File: src/dcc_defs.svh
// register offsets, field positions and reset values of the comparator block
`ifndef DCC_DEFS_SVH
`define DCC_DEFS_SVH
`define DCC_OFF_CTRL1 8'h00
`define DCC_OFF_CTRL2 8'h04
`define DCC_OFF_STAT 8'h08
`define DCC_OFF_REF 8'h0c
`define DCC_OFF_IRQ_STAT 8'h10
`define DCC_OFF_IRQ_MASK 8'h14
`define DCC_BIT_EN 15
`define DCC_BIT_OE 14
`define DCC_BIT_INV 13
`define DCC_BIT_LP 12
`define DCC_BIT_EVT 9
`define DCC_BIT_OUT 8
`define DCC_BIT_EDGE_HI 7
`define DCC_BIT_EDGE_LO 6
`define DCC_BIT_NINV 4
`define DCC_BIT_CH_HI 1
`define DCC_BIT_CH_LO 0
`define DCC_BIT_IDLE 15
`define DCC_CTRL_WMASK 16'hf2d3
`define DCC_REF_WMASK 16'h00ff
`define DCC_RESET_VAL 16'h0000
`endif

File: src/dcc_pkg.sv
// types shared by the comparator control block
package dcc_pkg;
   typedef enum logic [1:0] {DCC_EDGE_OFF, DCC_EDGE_RISE, DCC_EDGE_FALL, DCC_EDGE_ANY} dcc_edge_t;
   typedef enum logic [1:0] {DCC_BW_IDLE, DCC_BW_RESP} dcc_wstate_t;
endpackage : dcc_pkg

File: src/dcc_top.sv
// dual comparator control, status, events and axi4-lite register slave
// Overview of operation
// - enable bit turns each comparator on; reset value zero
// - pin output enable drives unsynchronised comparator result, after invert, onto its pin
// - invert bit flips result before reporting and event detection
// - low-power bit selects comparator low-power mode
// - result bit is read-only, polarity follows invert bit
// - event flag set on chosen event; blocks further triggers while set
// - edge code 11 any change, 10 falling, 01 rising (after invert)
// - edge code 00 generates no trigger, event or interrupt
// - non-inverting input selects internal reference or pin A
// - inverting input code selects half bandgap, pin D, C or B
// - idle stop masks comparator interrupts in idle, comparators stay on
// - status bits 9 and 8 mirror the event flags
// - status bits 1 and 0 mirror the compare results
// - unimplemented bits read zero and ignore writes
// - reference offers two ranges of 16 levels, range and source selectable
`include "dcc_defs.svh"
module dcc_top (
   // clock and reset
   input wire logic aclk,
   input wire logic aresetn,
   // axi4-lite write
   input wire logic [7:0] s_axi_awaddr,
   input wire logic s_axi_awvalid,
   output logic s_axi_awready,
   input wire logic [31:0] s_axi_wdata,
   input wire logic [3:0] s_axi_wstrb,
   input wire logic s_axi_wvalid,
   output logic s_axi_wready,
   output logic [1:0] s_axi_bresp,
   output logic s_axi_bvalid,
   input wire logic s_axi_bready,
   // axi4-lite read
   input wire logic [7:0] s_axi_araddr,
   input wire logic s_axi_arvalid,
   output logic s_axi_arready,
   output logic [31:0] s_axi_rdata,
   output logic [1:0] s_axi_rresp,
   output logic s_axi_rvalid,
   input wire logic s_axi_rready,
   // analog side
   input wire logic [1:0] cmp_raw,
   input wire logic cpu_idle,
   output logic [1:0] cmp_enable,
   output logic [1:0] low_power_select,
   output logic [1:0] noninv_input_select,
   output logic [3:0] inv_input_select,
   output logic [1:0] result_pin,
   output logic [1:0] result_pin_oe,
   output logic reference_range_select,
   output logic reference_source_select,
   output logic [3:0] reference_level_select,
   output logic [1:0] cmp_trigger,
   output logic irq
);
   import dcc_pkg::*;

   logic [15:0] ctrl_q [2];
   logic [15:0] ctrl_d [2];
   logic idle_stop_q, idle_stop_d;
   logic [7:0] ref_q, ref_d;
   logic [1:0] irq_stat_q, irq_stat_d;
   logic [1:0] irq_mask_q, irq_mask_d;
   logic [1:0] sync1_q, sync2_q, prev_q;
   logic [1:0] sync1_d, sync2_d, prev_d;
   logic [1:0] pol_res;
   dcc_wstate_t wst_q, wst_d;
   logic [7:0] waddr_q, waddr_d;
   logic [31:0] wdata_q, wdata_d;
   logic aw_have_q, aw_have_d, w_have_q, w_have_d;
   logic rvalid_q, rvalid_d;
   logic [31:0] rdata_q, rdata_d;
   logic [1:0] rresp_q, rresp_d;
   logic do_write;
   logic wr_ok;

   function automatic logic mapped(input logic [7:0] a);
      mapped = (a == `DCC_OFF_CTRL1) || (a == `DCC_OFF_CTRL2) || (a == `DCC_OFF_STAT) ||
         (a == `DCC_OFF_REF) || (a == `DCC_OFF_IRQ_STAT) || (a == `DCC_OFF_IRQ_MASK);
   endfunction : mapped

   // two-stage synchroniser, then one register of history
   always_comb begin
      sync1_d = cmp_raw;
      sync2_d = sync1_q;
      prev_d = pol_res;
   end

   always_ff @(posedge aclk) begin
      if (!aresetn) begin
         sync1_q <= 2'h0;
         sync2_q <= 2'h0;
         prev_q <= 2'h0;
      end else begin
         sync1_q <= sync1_d;
         sync2_q <= sync2_d;
         prev_q <= prev_d;
      end
   end

   genvar gi;
   generate
      for (gi = 0; gi < 2; gi++) begin : g_cmp
         dcc_edge_t edge_sel;
         logic en;
         logic hit;
         assign en = ctrl_q[gi][`DCC_BIT_EN];
         assign edge_sel = dcc_edge_t'(ctrl_q[gi][`DCC_BIT_EDGE_HI:`DCC_BIT_EDGE_LO]);
         // disabled comparator reads low
         assign pol_res[gi] = en & (sync2_q[gi] ^ ctrl_q[gi][`DCC_BIT_INV]);
         always_comb begin
            case (edge_sel)
               DCC_EDGE_ANY: hit = pol_res[gi] != prev_q[gi];
               DCC_EDGE_FALL: hit = prev_q[gi] & ~pol_res[gi];
               DCC_EDGE_RISE: hit = ~prev_q[gi] & pol_res[gi];
               default: hit = 1'b0;
            endcase
         end
         assign cmp_enable[gi] = en;
         assign low_power_select[gi] = ctrl_q[gi][`DCC_BIT_LP];
         assign noninv_input_select[gi] = ctrl_q[gi][`DCC_BIT_NINV];
         assign inv_input_select[2*gi+1:2*gi] =
            ctrl_q[gi][`DCC_BIT_CH_HI:`DCC_BIT_CH_LO];
         // unsynchronised result, after invert, straight to the pin
         assign result_pin[gi] = en & (cmp_raw[gi] ^ ctrl_q[gi][`DCC_BIT_INV]);
         assign result_pin_oe[gi] = en & ctrl_q[gi][`DCC_BIT_OE];
         // trigger only while flag clear
         assign cmp_trigger[gi] = hit & ~ctrl_q[gi][`DCC_BIT_EVT];
      end
   endgenerate

   assign reference_range_select = ref_q[5];
   assign reference_source_select = ref_q[4];
   assign reference_level_select = ref_q[3:0];

   // write and read channel handshake outputs
   assign s_axi_awready = (wst_q == DCC_BW_IDLE) && !aw_have_q;
   assign s_axi_wready = (wst_q == DCC_BW_IDLE) && !w_have_q;
   assign s_axi_bvalid = (wst_q == DCC_BW_RESP);
   assign s_axi_bresp = wr_ok ? 2'h0 : 2'h2;
   assign wr_ok = mapped(waddr_q);
   assign s_axi_arready = !rvalid_q;
   assign s_axi_rvalid = rvalid_q;
   assign s_axi_rdata = rdata_q;
   assign s_axi_rresp = rresp_q;

   always_comb begin
      logic [15:0] wv;
      wv = 16'h0000;
      wst_d = wst_q;
      waddr_d = waddr_q;
      wdata_d = wdata_q;
      aw_have_d = aw_have_q;
      w_have_d = w_have_q;
      do_write = 1'b0;
      if (s_axi_awvalid && s_axi_awready) begin
         waddr_d = s_axi_awaddr;
         aw_have_d = 1'b1;
      end
      if (s_axi_wvalid && s_axi_wready) begin
         wv[7:0] = s_axi_wstrb[0] ? s_axi_wdata[7:0] : 8'h00;
         wv[15:8] = s_axi_wstrb[1] ? s_axi_wdata[15:8] : 8'h00;
         wdata_d = {s_axi_wstrb, 12'h000, wv};
         w_have_d = 1'b1;
      end
      case (wst_q)
         DCC_BW_IDLE: begin
            if (aw_have_q && w_have_q) begin
               do_write = 1'b1;
               wst_d = DCC_BW_RESP;
            end
         end
         DCC_BW_RESP: begin
            if (s_axi_bready) begin
               wst_d = DCC_BW_IDLE;
               aw_have_d = 1'b0;
               w_have_d = 1'b0;
            end
         end
         default: wst_d = DCC_BW_IDLE;
      endcase
   end

   // register file next state
   always_comb begin
      logic [15:0] wmask;
      logic [15:0] wd;
      wmask = {{8{wdata_q[29]}}, {8{wdata_q[28]}}};
      wd = wdata_q[15:0];
      ctrl_d[0] = ctrl_q[0];
      ctrl_d[1] = ctrl_q[1];
      idle_stop_d = idle_stop_q;
      ref_d = ref_q;
      irq_mask_d = irq_mask_q;
      irq_stat_d = irq_stat_q;
      for (int i = 0; i < 2; i++) begin
         if (do_write && waddr_q == (i == 0 ? `DCC_OFF_CTRL1 : `DCC_OFF_CTRL2)) begin
            ctrl_d[i] = (ctrl_q[i] & ~(wmask & `DCC_CTRL_WMASK)) |
               (wd & wmask & `DCC_CTRL_WMASK);
         end
         // set wins over software clear
         if (cmp_trigger[i]) begin
            ctrl_d[i][`DCC_BIT_EVT] = 1'b1;
         end
         ctrl_d[i][`DCC_BIT_OUT] = 1'b0;
      end
      if (do_write && waddr_q == `DCC_OFF_STAT && wmask[15]) begin
         idle_stop_d = wd[`DCC_BIT_IDLE];
      end
      if (do_write && waddr_q == `DCC_OFF_REF && wmask[0]) begin
         ref_d = 8'(wd & `DCC_REF_WMASK);
      end
      if (do_write && waddr_q == `DCC_OFF_IRQ_MASK && wmask[0]) begin
         irq_mask_d = wd[1:0];
      end
      if (do_write && waddr_q == `DCC_OFF_IRQ_STAT && wmask[0]) begin
         irq_stat_d = irq_stat_q & ~wd[1:0];
      end
      irq_stat_d = irq_stat_d | cmp_trigger;
   end

   always_ff @(posedge aclk) begin
      if (!aresetn) begin
         ctrl_q[0] <= `DCC_RESET_VAL;
         ctrl_q[1] <= `DCC_RESET_VAL;
         idle_stop_q <= 1'b0;
         ref_q <= 8'h00;
         irq_mask_q <= 2'h0;
         irq_stat_q <= 2'h0;
         wst_q <= DCC_BW_IDLE;
         waddr_q <= 8'h00;
         wdata_q <= 32'h0;
         aw_have_q <= 1'b0;
         w_have_q <= 1'b0;
      end else begin
         ctrl_q[0] <= ctrl_d[0];
         ctrl_q[1] <= ctrl_d[1];
         idle_stop_q <= idle_stop_d;
         ref_q <= ref_d;
         irq_mask_q <= irq_mask_d;
         irq_stat_q <= irq_stat_d;
         wst_q <= wst_d;
         waddr_q <= waddr_d;
         wdata_q <= wdata_d;
         aw_have_q <= aw_have_d;
         w_have_q <= w_have_d;
      end
   end

   // read data
   always_comb begin
      logic [15:0] rv;
      rv = 16'h0000;
      rvalid_d = rvalid_q;
      rdata_d = rdata_q;
      rresp_d = rresp_q;
      if (rvalid_q && s_axi_rready) begin
         rvalid_d = 1'b0;
      end
      if (s_axi_arvalid && s_axi_arready) begin
         case (s_axi_araddr)
            `DCC_OFF_CTRL1: rv = ctrl_q[0] | {7'h00, pol_res[0], 8'h00};
            `DCC_OFF_CTRL2: rv = ctrl_q[1] | {7'h00, pol_res[1], 8'h00};
            `DCC_OFF_STAT: rv = {idle_stop_q, 5'h00, ctrl_q[1][`DCC_BIT_EVT],
               ctrl_q[0][`DCC_BIT_EVT], 6'h00, pol_res};
            `DCC_OFF_REF: rv = {8'h00, ref_q};
            `DCC_OFF_IRQ_STAT: rv = {14'h0000, irq_stat_q};
            `DCC_OFF_IRQ_MASK: rv = {14'h0000, irq_mask_q};
            default: rv = 16'h0000;
         endcase
         rdata_d = {16'h0000, rv};
         rresp_d = mapped(s_axi_araddr) ? 2'h0 : 2'h2;
         rvalid_d = 1'b1;
      end
   end

   always_ff @(posedge aclk) begin
      if (!aresetn) begin
         rvalid_q <= 1'b0;
         rdata_q <= 32'h0;
         rresp_q <= 2'h0;
      end else begin
         rvalid_q <= rvalid_d;
         rdata_q <= rdata_d;
         rresp_q <= rresp_d;
      end
   end

   // interrupts blocked in idle when idle stop is set
   assign irq = |(irq_stat_q & irq_mask_q) & ~(idle_stop_q & cpu_idle);
endmodule : dcc_top

File: config.mk
export PLATFORM = sky130hd
export DESIGN_NAME = dcc_top
export DESIGN_NICKNAME = d
export VERILOG_FILES = /design/src/dcc_pkg.sv /design/src/dcc_top.sv
export VERILOG_INCLUDE_DIRS = /design/src
export SDC_FILE = /design/constraint.sdc
export NUM_CORES = 1
export LEC_CHECK = 0
export ABC_AREA = 0
export BUFFER_PORTS_ARGS = -buffer_cell sky130_fd_sc_hd__buf_2
export CAP_MARGIN = 15
export CORE_ASPECT_RATIO = 0.5
export CORE_MARGIN = 8
export CORE_UTILIZATION = 50
export CTS_CLUSTER_SIZE = 14
export DETAILED_ROUTE_END_ITERATION = 16
export GPL_ROUTABILITY_DRIVEN = 0
export GPL_TIMING_DRIVEN = 0
export PLACE_DENSITY = 0.79
export SLEW_MARGIN = 20
export SYNTH_ARGS = -nofsm -noshare
export SYNTH_HDL_FRONTEND = slang
export SYNTH_SLANG_ARGS = --single-unit
File: constraint.sdc
create_clock -name aclk -period 2.2 [get_ports aclk]
set_clock_uncertainty 0.2 [all_clocks]
set_input_delay 0.33 -clock aclk [delete_from_list [all_inputs] [get_ports aclk]]
set_output_delay 0.33 -clock aclk [all_outputs]
set_load 0.1 [all_outputs]
* After elaboration in Yosys (flattened, before gate mapping)
Memories as Yosys holds them, arrays and structs flattened. Index checks and enable logic that the tools add are counted.
Cells by class: equality and inequality tests 21, multiplexer cells 29, bitwise logic cells 39, reductions and logical operators 36
Operator list (number):
- case mux 16 bit (6 select lines) | 1
- bitwise AND 16 bit | 3
- equality test 8 x 4 -> 1 bit (second input constant) | 4
- equality test 8 x 5 -> 1 bit (second input constant) | 4
- 2-to-1 mux 16 bit | 2
- OR 16 bit | 2
- OR 16 x 9 -> 16 bit | 2
- 2-to-1 mux 15 bit | 2
- logical AND 1 bit | 17
- equality test 8 x 3 -> 1 bit (second input constant) | 2
- zero test 8 bit | 2
- 2-to-1 mux 8 bit | 2
- inverter 16 bit | 1
- bitwise AND 1 bit | 14
- 2-to-1 mux 1 bit | 14
- logical OR 1 bit | 10
- 2-to-1 mux 2 bit | 5
- equality test 2 bit (second input constant) | 4
- inverter 1 bit | 7
- equality test 2 x 1 -> 1 bit (second input constant) | 3
- case mux 1 bit (3 select lines) | 2
- bitwise AND 2 bit | 2
- != test 2 x 1 -> 1 bit (second input constant) | 2
- case mux 2 bit (2 select lines) | 1
- 10 further kinds | 17
Storage, ports and cells: register bits after elaboration 68, memory bits (writable) 30, bits of input ports 62, logic and storage cells 141, memories 1
Memory list:
- ctrl_q | words 2, bits a word 15, read ports 2, clocked after memory_dff 0, wr ports 2, RTL line dcc_top.sv:59 | logic [15:0] ctrl_q [2];

* Depth between registers and ports, before layout
An unclocked memory read counts as a cell.
depth in word-level cells 9, mapped depth 7, mapped depth without buffers 4

* Least setup slack after synthesis
Ideal clock, no wire load.
kind register to register, from register wst_q[0], to register wdata_q[5], arrival 3223 ps, path slack -1299 ps, stages on the path, launching flop included 8, buffers on the path 3, path through dfxtp_1 clkbuf_1 nor2_1 and2_1 clkbuf_1 clkbuf_1 nand3_1 a21boi_0
Between the ends: cells in the longest elaborated chain, start to end 3
Ends and longest elaborated chain:
- start: declaration | RTL line dcc_top.sv:68 | dcc_wstate_t wst_q, wst_d;
- start signal: assignment | RTL line dcc_top.sv:243 | wst_q <= wst_d;
- zero test 2 bit | RTL line dcc_top.sv:139 | assign s_axi_wready = (wst_q == DCC_BW_IDLE) && !w_have_q;
- logical AND 1 bit | RTL line dcc_top.sv:139
- via s_axi_wready | RTL line dcc_top.sv:30 | output logic s_axi_wready,
- logical AND 1 bit | RTL line dcc_top.sv:161 | if (s_axi_wvalid && s_axi_wready) begin
- end signal: assignment | RTL line dcc_top.sv:245 | wdata_q <= wdata_d;
- end: declaration | RTL line dcc_top.sv:70 | logic [31:0] wdata_q, wdata_d;
The timed path passes the listed nets, and every way through them passes these cells. A chain may end at the register's enable or synchronous reset.

==> reports/metrics.csv <==
stage;metric;value;unit
worst_setup_path;reg2reg_depth;5;
cells_and_area;layout-drive-gt1-share;28.8;%
floorplanning;rows;22;
timing;timing.final.crit_share;97.4;%
global_routing;grt-ovfl-total;0;
power_and_ir_drop;vdd_drop_max;0.000459;V
cts;clock-sinks;81;
synth;ys.warnings.count;0;
power_and_ir_drop;leakage;2.13;nW
synth;syn_area;0.00379;mm^2
power_and_ir_drop;p_comb_share;15.3;%
power_and_ir_drop;p_total;3.66;mW
cts;clk_path_buf_depth;2;
power_and_ir_drop;swShare;27.6;%
worst_setup_path;worstPathMaxFanout;4;
cells_and_area;fin_util;65.8;%
floorplanning;start_util;51.7;%
route;dr.pass1.iters;5;
power_and_ir_drop;pwr-share-seq;41.9;%
placed_design;portBuffers;81;
synth;netlist_instances;427;
route;wl_per_cell;15.9;um
worst_setup_path;cp.arrival;1610;ps
cts;clk_pin_slew;60;ps
cells_and_area;multi_input_area;0.00191;mm^2
min_path;min_path_cells;2;
timing;totalNegativeSetupSlack;0;ps
global_routing;grtUsageMet2;28.0;%
power_and_ir_drop;p_int;2.65;mW
cts;clock_latency;340;ps
run_status;status;completed;
worst_setup_path;path_class;reg2out;
synth;yosysTopAreaCell;dfxtp_1;
timing;tightest_slew;783;ps
timing;finalHoldViolations;0;
cells_and_area;n_fill_cell;632;
worst_setup_path;required;1670;ps
min_path;worstHoldStart;cmp_raw[0];
cells_and_area;final_common_cell;buf_2;
power_and_ir_drop;power_density;761;mW/mm^2
floorplanning;ioPinCount;126;
worst_setup_path;worstReg2RegStart;w_have_q;
placed_design;dpl.hpwl;7710;um
cells_and_area;fin_cells;642;
min_path;holdPathEnd;sync1_q[0];
cts;ctsRootBufferMaster;clkbuf_16;
power_and_ir_drop;p_clk_share;42.8;%
timing;relSlewSlack;47.3;%
global_routing;grt_max_degree;13;
global_routing;grt_usage;18.8;%
synth;synth_seq_cells;81;
synth;avgSynthCellArea;8.87;um^2
floorplanning;die_y;77.5;um
floorplanning;die_w;139;um
cells_and_area;diodes;0;
floorplanning;die_area;0.0108;mm^2
min_path;hp-class;in2reg;
synth;yosys-top-cells-area;dfxtp_1 43%, mux2i_1 7.1%, buf_4 6.7%, nand3_1 5.0%, nor2b_1 4.3%;
placed_design;dp.cells;623;
timing;maxSlewViolCount;0;
cts;htreeDepth;3;
route;drc;0;
global_routing;grt_pass1_wl;16300;um
synth;synth-main-ff-cell;dfxtp_1;
global_routing;top_usage_layer;met2;
synth;yosys.cell_types.count;46;
cells_and_area;final_cell_mix;82 x buf_2, 77 x dfxtp_1, 43 x nand2_1;
route;final_antenna_net_count;0;
cts;cts_tree;built;
timing;clock.fmax;0.466;GHz
route;vias;3370;
floorplanning;core_area;0.00732;mm^2
synth;yosysSeqAreaShare;42.8;%
cells_and_area;register_area;0.00163;mm^2
cells_and_area;finalNetCount;603;
run;maxCapViolCount;0;
global_routing;met1_usage;24.8;%
power_and_ir_drop;p_switching;1.01;mW
cells_and_area;area_delta_synth_final;27.2;%
timing;min_period;2140;ps
worst_setup_path;reg2reg_setup_slack;180;ps
route;viasPerCell;5.25;
global_routing;grt_util_met3;6.11;%
timing;setup_viol;0;
synth;synth_top_area_share;42.8;%
worst_setup_path;worstSetupStartpointType;flip-flop;
route;initialDrtViolationCount;287;
synth;synthArstFlopShare;0;%
global_routing;antenna_found_initial;0;
synth;synth-edff-count;0;
cts;cts_made_buffers;9;
route;routed_wl;10200;um
worst_setup_path;setup.worst_path.end_class;output port;
global_routing;grt_pass1_vias;3196;
-- critical path: stages, from the launching register on --
cell and delay, ps:
dfxtp_2 410, xor2_4 220, and4b_1 240, o21ba_2 210, buf_12 190
-- routing by layer --
| metal | part of all wire (%) | vias up |
|---|---|---|
| met1 | 48 | 1520 |
| met4 | 1.6 | 0 |
| met2 | 42 | 157 |
| met3 | 9.1 | 20 |
| li1 | - | 1673 |
| met5 | 0 | - |
-- how the worst max path moves through the flow --
stage	cells after the start	to	startpoint
after floorplan	7	wdata_q[5]	wst_q[0]
after global placement	5	s_axi_rdata[2]	s_axi_araddr[1]
after detailed placement	5	s_axi_rdata[3]	s_axi_araddr[1]
after CTS	4	cmp_trigger[0]	flip-flop
after global routing	4	cmp_trigger[1]	flip-flop
final	4	cmp_trigger[0]	flip-flop
-- synthesized netlist by cell type (2+ instances only) --
cell and n:
o2bb2ai_1 2, a22oi_1 6, buf_2 3, inv_1 4
a21boi_0 18, buf_1 2, nor2b_1 26, nand2_1 43
o31ai_1 3, a21oi_1 4, nand3b_1 3, mux2i_1 27
o21ai_0 27, mux2_2 6, and3_1 2, clkbuf_1 20
nand4_1 15, o22ai_1 2, o21a_1 6, xor2_1 4
buf_4 34, dfxtp_1 81, nand3_1 38, nor2_1 8
and2_1 22
-- repair_timing --
item | CTS | global route
setup buffers | 2 | 1
endpoints found under the hold margin | 0 | 0
gates resized for setup | 6 | 8
endpoints found under the setup margin | 3 | 4
hold buffers | 0 | 0
pin swaps | 2 | 1
-- cells by family (layout without fill, tap and decap cells) --
group | count (synthesis) | after routing | share of synthesized area, %
AO/OA/AOI/OAI | 77 | 77 | 13.5
other | 1 | 20 | 0.0990
AND/OR/NAND/NOR | 167 | 167 | 23.9
flip-flops | 81 | 81 | 42.8
XOR/XNOR | 4 | 4 | 0.925
multiplexers | 33 | 33 | 8.92
buffers and inverters | 64 | 164 | 9.85
-- power groups by stage --
stage	combinational (mW)	clock, mW	sequential, mW
after floorplan	0.415	0	1.60
after global placement	0.549	0	1.56
after detailed placement	0.554	0	1.57
after CTS	0.557	1.59	1.54
after global routing	0.594	1.65	1.54
final	0.561	1.57	1.54
-- metrics by stage --
stage | area, um^2 | hold slack (ps) | worst slack (ps)
6_report | 4820 | 23.4 | 56.3
5_1_grt | 4820 | 36.9 | -10.5
4_1_cts | 4770 | 15.0 | 4.36
3_5_place_dp | 4420 | 223 | -47.8
3_3_place_gp | 4420 | 214 | -39.8
2_1_floorplan | 3890 | 212 | 31.8
-- cell type report --
type	instances	share of cell area (%)
multi-input combinational	301	39.7
sequential	81	33.8
timing repair buffer	84	9.41
buffer	60	7.64
clock buffer	15	6.00
tap	96	2.49
clock inverter	1	0.624
inverter	4	0.312
Power figures use the tool's default switching activity.
